`src/ssadc_defs.svh`:
```
// constants for the serial successive-approximation converter interface
// Notes on behaviour
// - While chip select is low, sample serialIn on serial clock rising edges until the assignment word is captured.
// - First one on serialIn is the start bit; earlier zeros are ignored. While the result buffer is full, the code ignores ones as well.
// - After the start bit, capture a 2 to 4 bit channel assignment word.
// - After the assignment word is captured, wait half a clock period for multiplexer settling.
// - Raise conversionActive when the settling interval begins.
// - Ignore serialIn from conversion start until chip select goes high again.
// - serialOut leaves high impedance at settling and drives one leading zero.
// - Each comparator decision appears on serialOut at a falling edge; high means above.
// - Result bits leave serialOut most significant bit first.
// - Conversion ends after eight serial clock periods of decisions.
// - conversionActive falls half a clock period after the eighth decision period.
// - Keep all eight result bits in an output shift register.
// - Without shift enable, follow the MSB-first stream with an LSB-first copy.
// - After all data, serialOut goes low until chip select returns high.
// - Shift enable high holds the LSB; low clocks the result out LSB first.
// - The single-channel variant sends MSB first only, with no LSB-first copy.
// - All sequencer registers except the serial clock edge detector are held cleared while chip select is high; the result buffer keeps its entries.
// - serialIn and serialOut may share one wire; input sampled only while output floats.
// - Result is an unsigned code with 256 values.
// - Differential: sample positive input, then negative input half a period later.
// - Strobe the comparator at the end of each clock period to latch the decision.
// - Assignment word picks inputs, single-ended or differential, and pair polarity.
// - Differential selection only covers adjacent even/odd channel pairs.
`ifndef SSADC_DEFS_SVH
`define SSADC_DEFS_SVH

`define SSADC_RES_BITS 8
`define SSADC_MAX_CHANNELS 8
`define SSADC_WORD_MAX 4
`define SSADC_CNT_BITS 3
`define SSADC_TRIAL_FIRST 8'h80
`define SSADC_CODE_CLEAR 8'h00
`define SSADC_MSB_INDEX 3'h7
`define SSADC_LSB_LAST 3'h7
`define SSADC_BUF_DEPTH 2

`endif

```
`src/ssadc_pkg.sv`:
```
// types shared by the converter interface modules
`include "ssadc_defs.svh"

package ssadc_pkg;

    typedef enum logic [2:0] {
        ST_IDLE,
        ST_ADDR,
        ST_SETTLE,
        ST_CONVERT,
        ST_FINISH,
        ST_LSB,
        ST_DONE
    } ssadc_state_type;

    typedef struct packed {
        ssadc_state_type state;
        logic sclkPrev;
        logic settleHalf;
        logic [`SSADC_WORD_MAX-1:0] addr;
        logic [`SSADC_CNT_BITS-1:0] addrCnt;
        logic active;
        logic doOut;
        logic doOe;
        logic [`SSADC_RES_BITS-1:0] code;
        logic [`SSADC_CNT_BITS-1:0] bitIdx;
        logic [`SSADC_RES_BITS-1:0] outShift;
        logic [`SSADC_CNT_BITS-1:0] lsbCnt;
        logic samplePos;
        logic sampleNeg;
        logic compStrobe;
        logic [`SSADC_MAX_CHANNELS-1:0] posSel;
        logic [`SSADC_MAX_CHANNELS-1:0] negSel;
        logic negCommon;
        logic singleEnded;
        logic push;
        logic [`SSADC_RES_BITS-1:0] pushData;
    } ssadc_core_type;

endpackage

```
`src/ssadc_stream_if.sv`:
```
// result word stream between the sequencer and its output buffer
`timescale 1ns/1ns

interface ssadc_stream_if #(
    parameter int WIDTH = 8
);
    logic [WIDTH-1:0] data;
    logic valid;
    logic ready;

    modport source (output data, output valid, input ready);
    modport sink (input data, input valid, output ready);
endinterface

```
`src/ssadc_top.sv`:
```
// serial control and successive-approximation sequencer of the converter
`timescale 1ns/1ns
`include "ssadc_defs.svh"

module ssadc_top
    import ssadc_pkg::*;
#(
    parameter int CHANNELS = 8,
    parameter bit HAS_SHIFT_ENABLE = 1'b1
)
(
    // clock and reset
    input wire logic ref_clk,
    input wire logic rst,
    // host serial pins
    input wire logic csN,
    input wire logic serialClk,
    input wire logic serialIn,
    input wire logic lsbFirstShiftEnableN,
    output logic serialOut,
    output logic serialOutOe,
    output logic conversionActive,
    // analog front end
    input wire logic compGreater,
    output logic [`SSADC_RES_BITS-1:0] trialCode,
    output logic [CHANNELS-1:0] posChannelSel,
    output logic [CHANNELS-1:0] negChannelSel,
    output logic negCommonSel,
    output logic singleEndedSelect,
    output logic samplePosStrobe,
    output logic sampleNegStrobe,
    output logic compStrobe,
    // result stream
    output logic [`SSADC_RES_BITS-1:0] resultData,
    output logic resultValid,
    input wire logic resultReady
);

    ////////////////////////////////////////////////////////////////////////////////
    // variant constants

    localparam int ADDR_BITS = (CHANNELS == 1) ? 0 : $clog2(CHANNELS) + 1;
    localparam int SEL_BITS = (ADDR_BITS > 2) ? ADDR_BITS - 2 : 0;
    localparam bit LSB_COPY = (CHANNELS > 1);

    ////////////////////////////////////////////////////////////////////////////////
    // state

    ssadc_core_type coreQ;
    ssadc_core_type coreD;
    logic sclkRise;
    logic sclkFall;
    logic bufReady;
    logic lsbStep;

    ssadc_stream_if #(.WIDTH(`SSADC_RES_BITS)) resIf ();

    assign sclkRise = serialClk && !coreQ.sclkPrev;
    assign sclkFall = !serialClk && coreQ.sclkPrev;
    assign bufReady = resIf.ready;
    assign lsbStep = !HAS_SHIFT_ENABLE || !lsbFirstShiftEnableN;

    ////////////////////////////////////////////////////////////////////////////////
    // channel decode

    // fills the multiplexer fields from the captured assignment word
    function automatic ssadc_core_type decodeWord(
        input ssadc_core_type cur,
        input logic [`SSADC_WORD_MAX-1:0] word
    );
        ssadc_core_type res;
        int wordVal;
        int sgl;
        int odd;
        int selVal;
        int posIdx;
        int negIdx;
        res = cur;
        wordVal = int'(word);
        if (ADDR_BITS == 0)
        begin
            // single fixed differential input
            res.posSel = `SSADC_MAX_CHANNELS'(1);
            res.negSel = `SSADC_MAX_CHANNELS'(1);
            res.negCommon = 1'b0;
            res.singleEnded = 1'b0;
        end
        else
        begin
            sgl = (wordVal >> (ADDR_BITS - 1)) & 1;
            odd = (wordVal >> (ADDR_BITS - 2)) & 1;
            selVal = wordVal & ((1 << SEL_BITS) - 1);
            posIdx = selVal * 2 + odd;
            negIdx = selVal * 2 + (1 - odd);
            res.posSel = `SSADC_MAX_CHANNELS'(1) << posIdx;
            res.singleEnded = (sgl == 1);
            if (sgl == 1)
            begin
                res.negSel = '0;
                res.negCommon = 1'b1;
            end
            else
            begin
                res.negSel = `SSADC_MAX_CHANNELS'(1) << negIdx;
                res.negCommon = 1'b0;
            end
        end
        return res;
    endfunction

    // enters the settling interval with the output driving a zero
    function automatic ssadc_core_type beginSettle(
        input ssadc_core_type cur,
        input logic [`SSADC_WORD_MAX-1:0] word
    );
        ssadc_core_type res;
        res = decodeWord(cur, word);
        res.state = ST_SETTLE;
        res.settleHalf = 1'b0;
        res.active = 1'b1;
        res.doOe = 1'b1;
        res.doOut = 1'b0;
        res.code = `SSADC_CODE_CLEAR;
        return res;
    endfunction

    ////////////////////////////////////////////////////////////////////////////////
    // sequencer

    always_comb
    begin
        coreD = coreQ;
        coreD.sclkPrev = serialClk;
        coreD.samplePos = 1'b0;
        coreD.sampleNeg = 1'b0;
        coreD.compStrobe = 1'b0;
        coreD.push = 1'b0;
        if (csN)
        begin
            // everything but the serial clock edge detector cleared, output floating
            coreD = '0;
            coreD.state = ST_IDLE;
            coreD.sclkPrev = serialClk;
        end
        else
        begin
            case (coreQ.state)
                ST_IDLE:
                begin
                    // leading zeros ignored; start waits for buffer room
                    if (sclkRise && bufReady && (serialIn || ADDR_BITS == 0))
                    begin
                        if (ADDR_BITS == 0)
                            coreD = beginSettle(coreD, '0);
                        else
                        begin
                            coreD.state = ST_ADDR;
                            coreD.addrCnt = '0;
                            coreD.addr = '0;
                        end
                    end
                end
                ST_ADDR:
                begin
                    if (sclkRise)
                    begin
                        // output still floating here, so the wire may be shared
                        coreD.addr = {coreQ.addr[`SSADC_WORD_MAX-2:0], serialIn};
                        coreD.addrCnt = coreQ.addrCnt + 3'h1;
                        if (int'(coreQ.addrCnt) == ADDR_BITS - 1)
                            coreD = beginSettle(coreD, coreD.addr);
                    end
                end
                ST_SETTLE:
                begin
                    // serialIn no longer looked at from here on
                    if (sclkFall && !coreQ.settleHalf)
                    begin
                        coreD.settleHalf = 1'b1;
                        coreD.samplePos = 1'b1;
                        coreD.code = `SSADC_TRIAL_FIRST;
                    end
                    else if (sclkRise && coreQ.settleHalf)
                    begin
                        coreD.sampleNeg = 1'b1;
                        coreD.state = ST_CONVERT;
                        coreD.bitIdx = `SSADC_MSB_INDEX;
                    end
                end
                ST_CONVERT:
                begin
                    if (sclkFall)
                    begin
                        // end of a period: latch decision and present it
                        coreD.compStrobe = 1'b1;
                        coreD.doOut = compGreater;
                        coreD.code[coreQ.bitIdx] = compGreater;
                        if (coreQ.bitIdx != 3'h0)
                        begin
                            coreD.code[coreQ.bitIdx - 3'h1] = 1'b1;
                            coreD.bitIdx = coreQ.bitIdx - 3'h1;
                        end
                        else
                        begin
                            // eighth decision: result complete
                            coreD.state = ST_FINISH;
                            coreD.outShift = coreD.code;
                            coreD.push = 1'b1;
                            coreD.pushData = coreD.code;
                            coreD.lsbCnt = '0;
                        end
                    end
                end
                ST_FINISH:
                begin
                    // half a period after the last decision
                    if (sclkRise)
                    begin
                        coreD.active = 1'b0;
                        coreD.state = LSB_COPY ? ST_LSB : ST_DONE;
                    end
                end
                ST_LSB:
                begin
                    if (sclkFall && lsbStep)
                    begin
                        if (coreQ.lsbCnt == `SSADC_LSB_LAST)
                        begin
                            coreD.state = ST_DONE;
                            coreD.doOut = 1'b0;
                        end
                        else
                        begin
                            coreD.doOut = coreQ.outShift[1];
                            coreD.outShift = coreQ.outShift >> 1;
                            coreD.lsbCnt = coreQ.lsbCnt + 3'h1;
                        end
                    end
                end
                ST_DONE:
                begin
                    if (sclkFall)
                        coreD.doOut = 1'b0;
                end
                default:
                begin
                    coreD.state = ST_IDLE;
                end
            endcase
        end
    end

    always_ff @(posedge ref_clk)
    begin
        if (rst)
            coreQ <= '0;
        else
            coreQ <= coreD;
    end

    ////////////////////////////////////////////////////////////////////////////////
    // result buffer

    assign resIf.valid = coreQ.push;
    assign resIf.data = coreQ.pushData;

    ssadc_buffer #(
        .WIDTH(`SSADC_RES_BITS)
    ) resultBuffer (
        .ref_clk(ref_clk),
        .rst(rst),
        .fill(resIf.sink),
        .outData(resultData),
        .outValid(resultValid),
        .outReady(resultReady)
    );

    ////////////////////////////////////////////////////////////////////////////////
    // outputs

    assign serialOut = coreQ.doOut;
    assign serialOutOe = coreQ.doOe;
    assign conversionActive = coreQ.active;
    assign trialCode = coreQ.code;
    assign posChannelSel = coreQ.posSel[CHANNELS-1:0];
    assign negChannelSel = coreQ.negSel[CHANNELS-1:0];
    assign negCommonSel = coreQ.negCommon;
    assign singleEndedSelect = coreQ.singleEnded;
    assign samplePosStrobe = coreQ.samplePos;
    assign sampleNegStrobe = coreQ.sampleNeg;
    assign compStrobe = coreQ.compStrobe;

endmodule

```
`src/ssadc_buffer.sv`:
```
// two-entry result buffer with valid and ready on both sides
`timescale 1ns/1ns
`include "ssadc_defs.svh"

module ssadc_buffer
    import ssadc_pkg::*;
#(
    parameter int WIDTH = 8
)
(
    // clock and reset
    input wire logic ref_clk,
    input wire logic rst,
    // filling side
    ssadc_stream_if.sink fill,
    // draining side
    output logic [WIDTH-1:0] outData,
    output logic outValid,
    input wire logic outReady
);

    typedef struct packed {
        logic [WIDTH-1:0] ent0;
        logic [WIDTH-1:0] ent1;
        logic [1:0] cnt;
        logic notEmpty;
        logic notFull;
    } ssadc_buf_type;

    localparam ssadc_buf_type BUF_RESET = '{ent0: '0, ent1: '0, cnt: 2'h0,
                                            notEmpty: 1'b0, notFull: 1'b1};
    localparam logic [1:0] DEPTH = 2'(`SSADC_BUF_DEPTH);

    ssadc_buf_type bufQ;
    ssadc_buf_type bufD;
    logic doPush;
    logic doPop;

    assign doPush = fill.valid && bufQ.notFull;
    assign doPop = bufQ.notEmpty && outReady;

    always_comb
    begin
        bufD = bufQ;
        if (doPush && !doPop)
        begin
            if (bufQ.cnt == 2'h0)
                bufD.ent0 = fill.data;
            else
                bufD.ent1 = fill.data;
            bufD.cnt = bufQ.cnt + 2'h1;
        end
        else if (doPop && !doPush)
        begin
            bufD.ent0 = bufQ.ent1;
            bufD.cnt = bufQ.cnt - 2'h1;
        end
        else if (doPop && doPush)
        begin
            bufD.ent0 = fill.data;
        end
        bufD.notEmpty = (bufD.cnt != 2'h0);
        bufD.notFull = (bufD.cnt != DEPTH);
    end

    always_ff @(posedge ref_clk)
    begin
        if (rst)
            bufQ <= BUF_RESET;
        else
            bufQ <= bufD;
    end

    assign fill.ready = bufQ.notFull;
    assign outData = bufQ.ent0;
    assign outValid = bufQ.notEmpty;

endmodule

```
`config.mk`:
```
export PLATFORM = sky130hd
export DESIGN_NAME = ssadc_top
export DESIGN_NICKNAME = d
export VERILOG_FILES = /design/src/ssadc_pkg.sv /design/src/ssadc_stream_if.sv /design/src/ssadc_top.sv /design/src/ssadc_buffer.sv
export VERILOG_INCLUDE_DIRS = /design/src
export SDC_FILE = /design/constraint.sdc
export NUM_CORES = 1
export LEC_CHECK = 0
export ABC_AREA = 1
export BUFFER_PORTS_ARGS = -buffer_cell sky130_fd_sc_hd__buf_2
export CORE_UTILIZATION = 40
export CTS_CLUSTER_DIAMETER = 60
export DETAILED_ROUTE_END_ITERATION = 7
export GPL_ROUTABILITY_DRIVEN = 1
export SLEW_MARGIN = 10
export SYNTH_ARGS = -nofsm -noshare
export SYNTH_HDL_FRONTEND = slang
export SYNTH_HIERARCHICAL = 1
export SYNTH_SLANG_ARGS = --single-unit
```
`constraint.sdc`:
```
create_clock -name ref_clk -period 2.2 [get_ports ref_clk]
set_input_delay 0.22 -clock ref_clk [delete_from_list [all_inputs] [get_ports ref_clk]]
set_output_delay 0.22 -clock ref_clk [all_outputs]
set_load 0.01 [all_outputs]
```
==> metrics.yaml <==
cells_and_area:
  fin_nets: 620
  diodes: 0
  fin_util_pct: 43.9
  n_fill_cell: 1103
  drive_gt1_share_pct: 16.1
  area_delta_synth_final_pct: 5.67
timing:
  clock.fmax_ghz: 0.524
  worst_slack_ns: 0.293
  finalSetupViolations: 0
  finalSetupTns_ns: 0
  worst_pin_slew_ns: 0.714
  finalCritPeriodShare_pct: 86.7
  rsz0062_at_grt: "false"
  slew_violations: 0
  fin_skew_ns: 0.00528
  post-route-min-period_ns: 1.91
  finalHoldViolCount: 0
  timing.max_slew.rel_slack_pct: 51.9
detailed_routing:
  drt-initial-drc-count: 290
  drc: 0
  wl_mm: 9.52
  vias: 3671
  first_pass_iters: 5
  drtAntennaViolNets: 0
  via_per_inst: 4.93
  routedWlPerCell_um: 12.8
run_status:
  status: "complete, no violations"
clock_network:
  path_clk_slew_ns: 0.08
  clock-sinks: 84
  cts_buffers: 9
  clockRootBuffer: "clkbuf_8"
  h-tree-depth: 3
  cts_setup_buffers: 0
  cts_tree: "done"
  clock_path_buffers: 2
  post_cts_resize_count: 0
  holdBufCountCts: 0
  clk_latency_ns: 0.35
synth:
  synth-seq-cells: 84
  ys_types: 32
  syn_avg_cell_area_um2: 7.26
  mappedNetlistNets: 611
  ys_warn_count: 6
  ys_seq_area_share_pct: 38.9
  syn-instance-count: 596
  synth_area_um2: 4330
worst_hold_path:
  hp-class: "in -> reg"
global_route:
  grt_pass1_wl_mm: 15.9
  grt_pass1_vias: 3310
  track_usage_pct: 17.6
  grt-ovfl-total: 0
  antenna_found_initial: 0
  grt_max_degree: 31
die:
  die_w_um: 106
  die_area_um2: 11200
  rows: 37
  start_util_pct: 41.5
  die_height_um: 106
  ios: 49
  core_um2: 10400
power_and_ir_drop:
  irDropWorstVdd_uv: 394
  power.density_nw_per_um2: 768
  p_leak_uw: 0.00201
place:
  hpwlAfterDp_mm: 6.88
  gp_congestion: 0.857
  post-place-ws_ns: 0.343
  port-buffer-count: 48
critical_path:
  worstPathArrival_ns: 2.16
  crit_path_end_kind: "flop"
  cp.required_ns: 2.45
  critPathMaxFanout: 15
  start_kind: "flop"
  worst-setup-path-type: "reg -> reg"
run:
  drv_cap: 0
==> flip-flops by register name, indices dropped and copies added, names as in the netlist, 8 cells and up <==
signal	count
coreQ	24
resultBuffer/bufQ	10
trialCode	8
posChannelSel	8
resultBuffer/outData	8
resIf.data	8
negChannelSel	8
==> path summary, 6_finish.rpt <==
check / startpoint / to / slack, ns / cells after the start
worst min-delay path: serialClk / coreQ[63] / 0.14 / 3
worst max-delay path: coreQ[66] / trialCode[7] / 0.29 / 9
worst min register to register: resultBuffer/bufQ[7] / resultBuffer/bufQ[7] / 0.46 / 2
worst max register to register: coreQ[66] / trialCode[7] / 0.29 / 9
==> where the power goes <==
part / total [uW] / internal [uW] / leakage (uW) / switching (uW)
logic: 665 / 220 / 0.00122 / 445
clock network: 1190 / 660 / 0.000103 / 531
registers: 1650 / 1600 / 0.000679 / 55.0
total: 3510 / 2480 / 0.00201 / 1030
==> cell type report <==
class / count / area, um2 / share of cell area, %
clock buffer: 12 / 145 / 3.17
multi-input combinational: 394 / 2000 / 43.7
sequential: 84 / 1680 / 36.8
tap: 136 / 170 / 3.72
inverter: 64 / 245 / 5.36
timing repair buffer: 52 / 270 / 5.91
clock inverter: 2 / 60.1 / 1.31
==> cells in the mapped netlist, drive strengths merged <==
| cell type | count | area share, % |
|---|---|---|
| xnor2 | 1 | 0.20 |
| a21oi | 63 | 7.3 |
| o21ai | 46 | 5.8 |
| nand2 | 142 | 13 |
| clkbuf | 5 | 0.43 |
| nor3 | 3 | 0.35 |
| nand4 | 17 | 2.5 |
| a311oi | 1 | 0.20 |
| dfxtp | 84 | 39 |
| buf | 49 | 8.9 |
| o211ai | 1 | 0.17 |
| nor2 | 65 | 7.5 |
| clkinv | 2 | 0.29 |
| inv | 62 | 5.4 |
| nand3b | 7 | 1.2 |
| nand3 | 40 | 5.3 |
| a211oi | 1 | 0.17 |
| ha | 7 | 2.0 |
==> placed cells by master (no fill, tap or decap), types with 2 or more instances in the layout <==
master / count
nor2_8: 2
buf_4: 4
nand4_1: 17
nor2_2: 3
clkbuf_8: 10
nand2_1: 131
inv_1: 57
bufinv_16: 2
nor2_4: 6
nand2_4: 4
inv_2: 5
nor2_1: 54
a21oi_1: 63
ha_1: 7
buf_2: 48
nand3_2: 3
nand2_2: 7
o21ai_4: 2
nand3b_1: 7
nand3_1: 36
nor3_1: 3
o21ai_1: 2
clkbuf_1: 2
dfxtp_1: 84
o21ai_0: 42
==> logic make-up (layout without fill, tap and decap cells) <==
| group | Yosys count | after routing | synth area share [%] |
|---|---|---|---|
| AND/OR/NAND/NOR | 274 | 274 | 30.2 |
| buffers and inverters | 118 | 130 | 15.0 |
| AO/OA/AOI/OAI | 112 | 112 | 13.7 |
| flip-flops | 84 | 84 | 38.9 |
| adder cells (fa/ha/maj) | 7 | 7 | 2.02 |
| XOR/XNOR | 1 | 1 | 0.202 |
==> critical path, cell delays in order (launching register included) <==
cell and delay (ns):
dfxtp_1 0.72, nor2_4 0.19, nand2_2 0.19, nand2_2 0.09, nor2_4 0.13, inv_2 0.08
o21ai_4 0.23, inv_1 0.07, nand2_1 0.06, nand2_1 0.04
==> routing by layer <==
metal  wire length [um]  GRT usage [%]
met4                 92           6.35
met1               4710           23.2
met3                323           2.94
met5                  0              0
met2               4390           28.8
==> per-stage QoR <==
step	cells	instance area [um2]	hold slack [ns]	power, uW
2_1_floorplan	596	4330	0.292	2250
3_3_place_gp	730	4370	0.447	2340
6_report	744	4570	0.144	3510
4_1_cts	744	4570	0.132	3540
3_5_place_dp	730	4370	0.450	2350
5_1_grt	744	4570	0.165	3700
No activity file was read; power rests on OpenSTA's default activity.
